[config.mk]
export PLATFORM = sky130hd
export DESIGN_NAME = gpio_pin_nv_config
export DESIGN_NICKNAME = d
export VERILOG_FILES = /design/src/rtl/gpio_cfg_pkg.sv /design/src/rtl/gpio_pin_nv_config.sv
export SDC_FILE = /design/constraint.sdc
export NUM_CORES = 1
export LEC_CHECK = 0
export ABC_AREA = 1
export BUFFER_PORTS_ARGS = -buffer_cell sky130_fd_sc_hd__clkbuf_2
export CAP_MARGIN = 20
export CORE_UTILIZATION = 55
export DETAILED_ROUTE_END_ITERATION = 6
export PLACE_DENSITY = 0.86
export RECOVER_POWER = 50
export SLEW_MARGIN = 20
export SYNTH_ARGS = -nofsm -noshare
export SYNTH_HDL_FRONTEND = slang
export SYNTH_SLANG_ARGS = --single-unit
[constraint.sdc]
create_clock -name clk_i -period 4.22 [get_ports clk_i]
set_clock_uncertainty 0.15 [all_clocks]
set_input_delay 0.844 -clock clk_i [delete_from_list [all_inputs] [get_ports clk_i]]
set_output_delay 0.844 -clock clk_i [all_outputs]
set_load 0.01 [all_outputs]
[src/rtl/gpio_cfg_pkg.sv]
// Overview of operation
// pull field: 00 none, 01 pull-down (default), 10 pull-up, 11 reserved.
// edge mode 0: interrupt on rising active-level edge, following polarity.
// edge mode 1: interrupt on both pin edges, polarity ignored.
// supply domain bit: 0 io buffer supply (default), 1 main system supply.
// polarity bit 1 active high (default), 0 inverted active low.
// output type bit 0 push-pull (default), 1 open drain.
// enable bit 0 holds pin tri-stated (default), 1 normal operation.
// input code 0 debounced plain input, code 1 plain raw input.
// input code 2 power on/off request, code 3 sleep/wake request.
// input code 4 debounced sleep/wake request, code 5 sleep-only request.
// output code 1 drives the 32.768 kHz oscillator clock.
// output codes 2,3,4: ON state, SLEEP state, state change; 5-7 reserved.
// output codes 8,9 scaling done per buck; 10,11 external power enables.
// output code 12 system supply good, code 13 converter power good.
// output code 14 external 2 MHz power clock, code 15 auxiliary reset.
// input codes 6 power-on, 7 watchdog reset, 8/9 voltage scaling selects.
// input codes 10/11 hw enables, 12/13 hw controls, 14/15 debounced controls.
// direction bit 0 output, 1 input (default); selects function table.
package gpio_cfg_pkg;

  // register indices; byte address is four times the index
  localparam logic [15:0] CFG_IDX    = 16'h781f;
  localparam logic [15:0] STATUS_IDX = 16'h7840;
  localparam logic [15:0] MASK_IDX   = 16'h7841;
  localparam logic [15:0] DATA_IDX   = 16'h7842;

  // configuration field positions
  localparam int DIR_BIT      = 15;
  localparam int PULL_HI      = 14;
  localparam int PULL_LO      = 13;
  localparam int EDGE_BIT     = 12;
  localparam int DOMAIN_BIT   = 11;
  localparam int POL_BIT      = 10;
  localparam int OD_BIT       = 9;
  localparam int ENA_BIT      = 8;
  localparam int FN_HI        = 7;
  localparam int FN_LO        = 4;

  // reset value and writable bits; bits 3:0 are not held here and read zero
  localparam logic [15:0] CFG_RESET  = 16'ha400;
  localparam logic [15:0] CFG_WMASK  = 16'hfff0;

  // pull encodings
  localparam logic [1:0] PULL_NONE = 2'h0;
  localparam logic [1:0] PULL_DOWN = 2'h1;
  localparam logic [1:0] PULL_UP   = 2'h2;

  // status / mask / data bit positions
  localparam int EDGE_EV_BIT  = 0;
  localparam int DATA_OUT_BIT = 0;
  localparam int DATA_IN_BIT  = 1;

  // input function codes
  typedef enum logic [3:0] {
    IN_DEBOUNCED = 4'h0, IN_RAW      = 4'h1, IN_PWR_TOGGLE = 4'h2, IN_SLEEP_WAKE = 4'h3,
    IN_SW_DEB    = 4'h4, IN_SLEEP    = 4'h5, IN_PWR_ON     = 4'h6, IN_WDOG       = 4'h7,
    IN_VS1       = 4'h8, IN_VS2      = 4'h9, IN_HW_EN1     = 4'ha, IN_HW_EN2     = 4'hb,
    IN_HW_CTL1   = 4'hc, IN_HW_CTL2  = 4'hd, IN_CTL1_DEB   = 4'he, IN_CTL2_DEB   = 4'hf
  } in_fn_t;

  // output function codes
  typedef enum logic [3:0] {
    OUT_GPIO     = 4'h0, OUT_OSC32K  = 4'h1, OUT_ON_STATE  = 4'h2, OUT_SLEEP_ST  = 4'h3,
    OUT_STATE_CH = 4'h4, OUT_RSV5    = 4'h5, OUT_RSV6      = 4'h6, OUT_RSV7      = 4'h7,
    OUT_VS_DONE1 = 4'h8, OUT_VS_DONE2 = 4'h9, OUT_EXT_EN1  = 4'ha, OUT_EXT_EN2   = 4'hb,
    OUT_SYS_GOOD = 4'hc, OUT_CONVERTER_POWER_GOOD = 4'hd, OUT_EXT_CLK  = 4'he, OUT_AUX_RST   = 4'hf
  } out_fn_t;

  // timing
  localparam longint CLK_HZ          = 125_000_000;
  localparam int     LONG_DEB_MS     = 2;
  localparam int     LONG_DEB_CYC    = int'(CLK_HZ / 1000) * LONG_DEB_MS;
  localparam longint EXT_CLK_HZ      = 2_000_000;
  localparam int     ACC_BITS        = 16;
  // phase step of the 2 MHz generator, rounded to nearest
  localparam logic [15:0] EXT_CLK_STEP =
    16'((EXT_CLK_HZ * 64'd65536 + CLK_HZ / 2) / CLK_HZ);

endpackage

[src/rtl/gpio_pin_nv_config.sv]
// Local design decision: the Wishbone register port.
`timescale 1ns/1ns
`default_nettype none
module gpio_pin_nv_config #(
  parameter int DEB_CYC = gpio_cfg_pkg::LONG_DEB_CYC
) (
  input  wire logic        clk_i,
  input  wire logic        rst_i,
  // classic wishbone slave, byte address
  input  wire logic        cyc_i,
  input  wire logic        stb_i,
  input  wire logic        we_i,
  input  wire logic [17:0] adr_i,
  input  wire logic [3:0]  sel_i,
  input  wire logic [31:0] dat_i,
  output logic      [31:0] dat_o,
  output logic             ack_o,
  output logic             irq_o,
  // pad
  input  wire logic        pad_in_i,
  output logic             pad_out_o,
  output logic             pad_oe_o,
  output logic             pull_up_en_o,
  output logic             pull_down_en_o,
  output logic             supply_domain_select_o,
  // sources for output functions
  input  wire logic        osc_32k_i,
  input  wire logic        on_state_i,
  input  wire logic        sleep_state_i,
  input  wire logic        state_change_i,
  input  wire logic [1:0]  voltage_scaling_done_i,
  input  wire logic [1:0]  ext_power_enable_i,
  input  wire logic        system_supply_good_i,
  input  wire logic        converter_power_good_i,
  input  wire logic        aux_reset_i,
  // requests for input functions, active-level adjusted
  output logic             gpio_in_o,
  output logic             power_toggle_req_o,
  output logic             sleep_wake_req_o,
  output logic             sleep_req_o,
  output logic             power_on_req_o,
  output logic             watchdog_reset_o,
  output logic      [1:0]  voltage_scaling_sel_o,
  output logic      [1:0]  hw_enable_o,
  output logic      [1:0]  hw_control_o
);

  // a zero-length filter could never settle
  if (DEB_CYC < 1) begin : g_deb_check
    $error("DEB_CYC must be at least 1");
  end

  // register bus
  // every access, mapped or not, is
  // answered one cycle after it is taken

  // stored state
  logic [15:0] gpio6_nv_pin_config_r;
  logic        status_r;
  logic        mask_r;
  logic        gpio_out_r;
  logic        ack_r;
  logic [31:0] rdata_r;
  logic        edge_ev;
  logic        in_level;

  // decode of the request on the bus

  logic        bus_req;
  logic [15:0] word_idx;
  logic [15:0] byte_mask;
  logic        wr_en;
  logic        hit_cfg;
  logic        hit_status;
  logic        hit_mask;
  logic        hit_data;

  // one access per request; ack drops in the cycle after it was given
  assign bus_req    = cyc_i && stb_i && !ack_r;
  assign word_idx   = adr_i[17:2];
  assign byte_mask  = {{8{sel_i[1]}}, {8{sel_i[0]}}};
  assign wr_en      = bus_req && we_i;
  assign hit_cfg    = (word_idx == gpio_cfg_pkg::CFG_IDX);
  assign hit_status = (word_idx == gpio_cfg_pkg::STATUS_IDX);
  assign hit_mask   = (word_idx == gpio_cfg_pkg::MASK_IDX);
  assign hit_data   = (word_idx == gpio_cfg_pkg::DATA_IDX);

  // acknowledge every address; unmapped ones read zero and ignore writes
  // ack_r masks bus_req, so a request
  // held past its ack is not taken twice
  // and ack never stands two cycles
  always_ff @(posedge clk_i) begin
    if (rst_i) begin
      ack_r <= 1'b0;
    end else begin
      ack_r <= bus_req;
    end
  end

  // read data captured at the taking edge
  // and held, so dat_o stands while ack
  // is high
  always_ff @(posedge clk_i) begin
    if (rst_i) begin
      rdata_r <= 32'h0000_0000;
    end else if (bus_req && !we_i) begin
      unique case (1'b1)
        hit_cfg:    rdata_r <= {16'h0000, gpio6_nv_pin_config_r};
        hit_status: rdata_r <= {31'h0000_0000, status_r};
        hit_mask:   rdata_r <= {31'h0000_0000, mask_r};
        hit_data:   rdata_r <= {30'h0000_0000, in_level, gpio_out_r};
        default:    rdata_r <= 32'h0000_0000;
      endcase
    end
  end

  // ack and read data leave from flops
  assign ack_o = ack_r;
  assign dat_o = rdata_r;

  // configuration word; low threshold bits are not implemented and read zero
  // sel_i picks the byte lanes written;
  // the threshold sits in a supply monitor
  always_ff @(posedge clk_i) begin
    if (rst_i) begin
      gpio6_nv_pin_config_r <= gpio_cfg_pkg::CFG_RESET;
    end else if (wr_en && hit_cfg) begin
      gpio6_nv_pin_config_r <= (gpio6_nv_pin_config_r & ~(byte_mask & gpio_cfg_pkg::CFG_WMASK))
                             | (dat_i[15:0] & byte_mask & gpio_cfg_pkg::CFG_WMASK);
    end
  end

  // mask and software output value
  // both sit in byte lane 0
  always_ff @(posedge clk_i) begin
    if (rst_i) begin
      mask_r     <= 1'b0;
      gpio_out_r <= 1'b0;
    end else if (wr_en && sel_i[0]) begin
      if (hit_mask) mask_r <= dat_i[gpio_cfg_pkg::EDGE_EV_BIT];
      if (hit_data) gpio_out_r <= dat_i[gpio_cfg_pkg::DATA_OUT_BIT];
    end
  end

  // sticky edge status, write one to clear; a new edge wins over the clear
  // so an edge on the clear cycle is kept
  always_ff @(posedge clk_i) begin
    if (rst_i) begin
      status_r <= 1'b0;
    end else if (edge_ev) begin
      status_r <= 1'b1;
    end else if (wr_en && hit_status && sel_i[0] && dat_i[gpio_cfg_pkg::EDGE_EV_BIT]) begin
      status_r <= 1'b0;
    end
  end

  // level output; software clears it
  assign irq_o = status_r && mask_r;

  // configuration fields
  // plain slices, no extra state
  logic       is_input;
  logic [1:0] pull_select;
  logic       irq_edge_mode;
  logic       pin_polarity;
  logic       open_drain_select;
  logic       pin_enable;
  logic [3:0] pin_function_select;

  assign is_input            = gpio6_nv_pin_config_r[gpio_cfg_pkg::DIR_BIT];
  assign pull_select         = gpio6_nv_pin_config_r[gpio_cfg_pkg::PULL_HI:gpio_cfg_pkg::PULL_LO];
  assign irq_edge_mode       = gpio6_nv_pin_config_r[gpio_cfg_pkg::EDGE_BIT];
  assign pin_polarity        = gpio6_nv_pin_config_r[gpio_cfg_pkg::POL_BIT];
  assign open_drain_select   = gpio6_nv_pin_config_r[gpio_cfg_pkg::OD_BIT];
  assign pin_enable          = gpio6_nv_pin_config_r[gpio_cfg_pkg::ENA_BIT];
  assign pin_function_select = gpio6_nv_pin_config_r[gpio_cfg_pkg::FN_HI:gpio_cfg_pkg::FN_LO];

  // pull and supply controls, registered; reserved pull code enables neither
  // pulls act even on a disabled pin
  always_ff @(posedge clk_i) begin
    if (rst_i) begin
      pull_up_en_o           <= 1'b0;
      pull_down_en_o         <= 1'b1;
      supply_domain_select_o <= 1'b0;
    end else begin
      pull_up_en_o           <= (pull_select == gpio_cfg_pkg::PULL_UP);
      pull_down_en_o         <= (pull_select == gpio_cfg_pkg::PULL_DOWN);
      supply_domain_select_o <= gpio6_nv_pin_config_r[gpio_cfg_pkg::DOMAIN_BIT];
    end
  end

  // input path
  // pad, two flops, polarity, filter,
  // then requests and edge events

  // synchroniser stages
  logic pad_meta_r;
  logic pad_sync_r;
  logic osc_meta_r;
  logic osc_sync_r;

  // two-stage synchronisers for the pad and the 32 kHz oscillator
  // only the second stage is ever read
  always_ff @(posedge clk_i) begin
    if (rst_i) begin
      pad_meta_r <= 1'b0;
      pad_sync_r <= 1'b0;
      osc_meta_r <= 1'b0;
      osc_sync_r <= 1'b0;
    end else begin
      pad_meta_r <= pad_in_i;
      pad_sync_r <= pad_meta_r;
      osc_meta_r <= osc_32k_i;
      osc_sync_r <= osc_meta_r;
    end
  end

  // filter state
  logic        active_raw;
  logic        deb_r;
  logic [31:0] deb_cnt_r;

  assign active_raw = pin_polarity ? pad_sync_r : !pad_sync_r;

  // long de-bounce: the level must hold for DEB_CYC cycles before it is taken
  // any return to the old level restarts
  // the count, so bounce never passes
  always_ff @(posedge clk_i) begin
    if (rst_i) begin
      deb_r     <= 1'b0;
      deb_cnt_r <= 32'h0000_0000;
    end else if (active_raw == deb_r) begin
      deb_cnt_r <= 32'h0000_0000;
    end else if (deb_cnt_r >= 32'(DEB_CYC - 1)) begin
      deb_r     <= active_raw;
      deb_cnt_r <= 32'h0000_0000;
    end else begin
      deb_cnt_r <= deb_cnt_r + 32'h0000_0001;
    end
  end

  // request and edge state
  logic use_deb;
  logic in_live;
  logic in_prev_r;

  // codes 0, 4, 14 and 15 look at the filtered level
  // the rest see the raw level
  assign use_deb = (pin_function_select == gpio_cfg_pkg::IN_DEBOUNCED)
                || (pin_function_select == gpio_cfg_pkg::IN_SW_DEB)
                || (pin_function_select == gpio_cfg_pkg::IN_CTL1_DEB)
                || (pin_function_select == gpio_cfg_pkg::IN_CTL2_DEB);
  assign in_level = use_deb ? deb_r : active_raw;
  // a disabled or output pin takes no input
  assign in_live  = in_level && is_input && pin_enable;

  // edge detector on the active level
  // tracked while disabled, so enabling
  // the pin reports no edge by itself
  always_ff @(posedge clk_i) begin
    if (rst_i) begin
      in_prev_r <= 1'b0;
    end else begin
      in_prev_r <= in_level;
    end
  end

  // active level already folds in polarity, so mode 0 is one rising test
  // output or disabled pins set no status
  assign edge_ev = is_input && pin_enable && (irq_edge_mode
                   ? (in_level != in_prev_r)
                   : (in_level && !in_prev_r));

  // route the active level to the request selected by the function code
  // requests are levels; only the one
  // selected by the code leaves zero;
  // the consumer judges its edges
  always_ff @(posedge clk_i) begin
    if (rst_i) begin
      gpio_in_o             <= 1'b0;
      power_toggle_req_o    <= 1'b0;
      sleep_wake_req_o      <= 1'b0;
      sleep_req_o           <= 1'b0;
      power_on_req_o        <= 1'b0;
      watchdog_reset_o      <= 1'b0;
      voltage_scaling_sel_o <= 2'h0;
      hw_enable_o           <= 2'h0;
      hw_control_o          <= 2'h0;
    end else begin
      gpio_in_o             <= in_live && (pin_function_select <= gpio_cfg_pkg::IN_RAW);
      power_toggle_req_o    <= in_live && (pin_function_select == gpio_cfg_pkg::IN_PWR_TOGGLE);
      sleep_wake_req_o      <= in_live && ((pin_function_select == gpio_cfg_pkg::IN_SLEEP_WAKE)
                                        || (pin_function_select == gpio_cfg_pkg::IN_SW_DEB));
      sleep_req_o           <= in_live && (pin_function_select == gpio_cfg_pkg::IN_SLEEP);
      power_on_req_o        <= in_live && (pin_function_select == gpio_cfg_pkg::IN_PWR_ON);
      watchdog_reset_o      <= in_live && (pin_function_select == gpio_cfg_pkg::IN_WDOG);
      voltage_scaling_sel_o <= {in_live && (pin_function_select == gpio_cfg_pkg::IN_VS2),
                                in_live && (pin_function_select == gpio_cfg_pkg::IN_VS1)};
      hw_enable_o           <= {in_live && (pin_function_select == gpio_cfg_pkg::IN_HW_EN2),
                                in_live && (pin_function_select == gpio_cfg_pkg::IN_HW_EN1)};
      hw_control_o          <= {in_live && ((pin_function_select == gpio_cfg_pkg::IN_HW_CTL2)
                                         || (pin_function_select == gpio_cfg_pkg::IN_CTL2_DEB)),
                                in_live && ((pin_function_select == gpio_cfg_pkg::IN_HW_CTL1)
                                         || (pin_function_select == gpio_cfg_pkg::IN_CTL1_DEB))};
    end
  end

  // output path
  // table, then polarity, then drive style

  // 2 MHz phase accumulator
  logic [gpio_cfg_pkg::ACC_BITS-1:0] phase_r;

  // phase accumulator: msb is a 2 MHz square wave with small jitter,
  // traded for not needing a second clock;
  // the step is rounded, so the rate
  // sits slightly above 2 MHz
  always_ff @(posedge clk_i) begin
    if (rst_i) begin
      phase_r <= '0;
    end else begin
      phase_r <= phase_r + gpio_cfg_pkg::EXT_CLK_STEP;
    end
  end

  // value chosen by the function code
  logic out_fn_val;

  // output function table; reserved codes drive the inactive level
  // every code is listed, so no default
  always_comb begin
    unique case (pin_function_select)
      gpio_cfg_pkg::OUT_GPIO:     out_fn_val = gpio_out_r;
      gpio_cfg_pkg::OUT_OSC32K:   out_fn_val = osc_sync_r;
      gpio_cfg_pkg::OUT_ON_STATE: out_fn_val = on_state_i;
      gpio_cfg_pkg::OUT_SLEEP_ST: out_fn_val = sleep_state_i;
      gpio_cfg_pkg::OUT_STATE_CH: out_fn_val = state_change_i;
      gpio_cfg_pkg::OUT_RSV5,
      gpio_cfg_pkg::OUT_RSV6,
      gpio_cfg_pkg::OUT_RSV7:     out_fn_val = 1'b0;
      gpio_cfg_pkg::OUT_VS_DONE1: out_fn_val = voltage_scaling_done_i[0];
      gpio_cfg_pkg::OUT_VS_DONE2: out_fn_val = voltage_scaling_done_i[1];
      gpio_cfg_pkg::OUT_EXT_EN1:  out_fn_val = ext_power_enable_i[0];
      gpio_cfg_pkg::OUT_EXT_EN2:  out_fn_val = ext_power_enable_i[1];
      gpio_cfg_pkg::OUT_SYS_GOOD: out_fn_val = system_supply_good_i;
      gpio_cfg_pkg::OUT_CONVERTER_POWER_GOOD: out_fn_val = converter_power_good_i;
      gpio_cfg_pkg::OUT_EXT_CLK:  out_fn_val = phase_r[gpio_cfg_pkg::ACC_BITS-1];
      gpio_cfg_pkg::OUT_AUX_RST:  out_fn_val = aux_reset_i;
    endcase
  end

  // value after polarity
  logic pin_val;

  // polarity applies after the table
  assign pin_val = pin_polarity ? out_fn_val : !out_fn_val;

  // pad drivers registered; open drain only ever pulls low
  // a one releases the line; the board
  // pull must then bring it high, so a
  // rise is as slow as that pull allows
  always_ff @(posedge clk_i) begin
    if (rst_i) begin
      pad_out_o <= 1'b0;
      pad_oe_o  <= 1'b0;
    end else begin
      pad_out_o <= open_drain_select ? 1'b0 : pin_val;
      pad_oe_o  <= pin_enable && !is_input
                && (!open_drain_select || !pin_val);
    end
  end

endmodule // gpio_pin_nv_config
`default_nettype wire

==> summary.md <==
| Metric | Value |
|---|---|
| Leak | 0.00205 uW |
| Wire length per cell | between 10 and 15 um |
| Clock buffer count from CTS | 9 |
| Worst min-delay path startpoint | pad_meta_r |
| Layout cells sized above 1 | 13.9% |
| Worst-margin pin slew | 1360 ps |
| Ys flop type | dfxtp_1 |
| Status | completed |
| Pwr dens | about 380 nW/um^2 |
| Hold Path Class | reg -> reg |
| Drt total wl | 8.55 mm |
| Met2 wire len | 4.15 mm |
| Area of the multi-input gates | roughly 1800 um^2 |
| Synth cell count leaders | dfxtp_1 (101), nand2_1 (82), nor2_1 (73) |
| Power share of the clock group | 40.9% |
| Cell with the most instances after synthesis | dfxtp_1 |
| Syn avg cell area | 7.86 um^2 |
| Total negative slack | 0 ps |
| Worst EP arrival | between 3000 and 4000 ps |
| FF/Latch Area | about 2000 um^2 |
| # diodes | 0 |
| Worst EP required | 4330 ps |
| Period minus WS final | 3050 ps |
| Worst Path Max Fanout | 35 |
| Die width | approximately 89 um |
| Drt initial violations | 153 |
| Max cap viols | 0 |
| Hold Fails Final Rpt | 0 |
| Starting Density | ~57% |
| CTS tree | yes |
| Sequential Power Share | 54.0% |
| Mapped cell area | 4190 um^2 |
| Seq cells post-synth | 101 |
| Dpl ws | roughly 1400 ps |
| Clock Pin Slew Worst Setup and Hold Paths | 100 ps |
| Row cnt | 31 |
| Sequential share of the synthesized area | between 40% and 50% |
| I/O pins | 122 |
| First-pass GRT wire length | 14.4 mm |
| Yosys top cell area share | 48.3% |
| Die ar. | between 7000 and 8000 um^2 |
| Cts hold-fix bufs | 0 |
| Root buf cell | clkbuf_8 |
| Number of global-route vias before repair | 3389 |
| CP Class | in -> reg |
| GRT overflow | 0 |
| Final antenna-violating net count | 0 |
| CTS H-tree lvls | 3 |
| CP max stage cell | clkbuf_1 |
| Yosys Warn Count | 0 |
| Finished Layout Cells | 730 |
| Max Root-Sink Buffers | 2 |
| Fillers | approximately 640 |
| Gate power share | 5.1% |
| Worst Slack Setup Final | 1170 ps |
| VDD IR max | 0.213 mV |
| Largest net degree at the start of global routing | 36 |
| Slowest stage delay, CP | 970 ps |
| Tot GR Track Use | 23.6% |
| Routed wl met3 | 562 um |
| DR vias/cell | between 5 and 6 |
| DR vias | approximately 3700 |
| Area Overhead vs Synth | 15.3% |
| Top sig layer | met4 |
| Nets@finish | 700 |
| Die Span Y | 89.3 um |
| Worst hold stages | 2 |
| TritonRoute pass-1 iters | 4 |
| WP depth | 4 |
| Clock latency on the worst-skew pair | 360 ps |
| Top Family by Delay on Critical Path | buffers and inverters |
| Relative slew slack | 9.14% |
| Clock Sinks | 101 |
| Core area | approximately 7300 um^2 |
| Final Setup Violations | 0 |
| GP Congestion | 0.869 |
| Yosys top cell by area | dfxtp_1 |
| Period utilisation layout | 72.4% |
| Crit. End Element | flip-flop |
| Psw | 394 uW |
| Worst setup SP type | input pin |
| Worst path cell trace | clkbuf_1, inv_1, nand3_2, nor2_1 |
| Placed insts | between 700 and 800 |
| RSZ-0062 raised after global routing | false |
| Switching share of power | a little over a fifth |
| Initial antenna violation count | 0 |
| Post-CTS Setup Repair Bufs | 0 |
| Count of flip-flops with a built-in enable after synthesis | 0 |
| Remaining DRCs | 0 |
| R2r worst-path depth | 8 |
| Critical Path Source | rst_i |
| Wl on met1 | between 3 and 4 mm |
| PortBufs | 80 |
| Detailed Place HPWL | approximately 6.2 mm |
| Top post-synthesis cells by area | dfxtp_1 (48%), nand2_1 (7.3%), nor2_1 (6.5%) |
| Buf/Inv on CP | 2 |
| F_max | roughly 330 MHz |
| Ys async rst share | 0% |
| Gate Count Post-Synth | 533 |
| Post_cts resized | 0 |
| Synth unique cells | 39 |
| Final core utilization | between 60% and 70% |
| Pins Over Slew Limit | 0 |
| Power Internal | 1440 uW |
==> kinds of logic (layout without fill, tap and decap cells) <==
kind of cell,after synthesis,in the layout,share of synthesized area [%]
other,1,32,0.0895
AOI/OAI and AO/OA,72,72,9.50
and+or+nand+nor,250,250,27.7
adders and majority gates,3,3,0.896
xor gates and xnor gates,14,14,2.93
buffers and inverters,92,159,10.7
DFF,101,101,48.3
==> final timing paths <==
path / endpoint / slack [ps]
hold / removal: pad_sync_r / 270
setup / recovery: sleep_wake_req_o / 1170
hold reg to reg: pad_sync_r / 270
setup reg to reg: status_r / 1920
==> power groups by stage <==
| stage | registers, uW | clock network (uW) | logic (uW) |
|---|---|---|---|
| after floorplan | 1010 | 0 | 64.0 |
| after global placement | 1010 | 0 | 90.6 |
| after detailed placement | 1010 | 0 | 94.0 |
| after CTS | 990 | 754 | 94.6 |
| after global routing | 994 | 801 | 106 |
| final | 990 | 749 | 93.6 |
==> placed cells by master (no fill, tap or decap), types with 3 or more instances in the layout <==
master and instances:
xnor2_1 4, nand2_2 3, nor2_1 73, nand3_2 4
or2_2 3, ha_1 3, nand2_1 82, a211oi_1 5
xor2_1 10, inv_1 60, clkbuf_8 11, nor4_1 6
dfxtp_1 101, o21ai_0 26, conb_1 32, bufinv_16 3
clkbuf_1 34, nand3_1 35, clkbuf_2 46, nor3_1 14
nand4_1 16, nor2_2 7, a21oi_1 33
==> area by class of cell <==
type	count	share of cell area, %
inverters	62	4.82
clock inverters	5	2.20
clock buffers	11	3.13
flip-flops and latches	101	41.9
well taps	99	2.56
multi-input cells	371	37.8
repair buffers	81	7.56
==> worst reg2reg max path, cell delays in order (launching register included) <==
cell and delay, ps:
dfxtp_1 600, nor2_2 150, o22ai_2 160, nor2_1 60
a21oi_1 470, ha_1 340, nand2_1 60, o211ai_1 80
a21oi_1 140
==> layer usage <==
layer / GRT usage (%) / up-vias
li1: - / 1868
met1: 27.3 / 1664
met2: 41.7 / 115
met3: 6.83 / 16
met5: 0 / -
met4: 8.23 / 0
==> metrics by stage <==
stage,total power [uW],hold slack [ps],cell area (um^2)
global route,1900,304,4830
finish,1830,271,4830
CTS,1840,273,4880
detailed placement,1110,258,4620
floorplan,1080,238,4310
global placement,1100,255,4620
(Power assumes the default switching activity.)
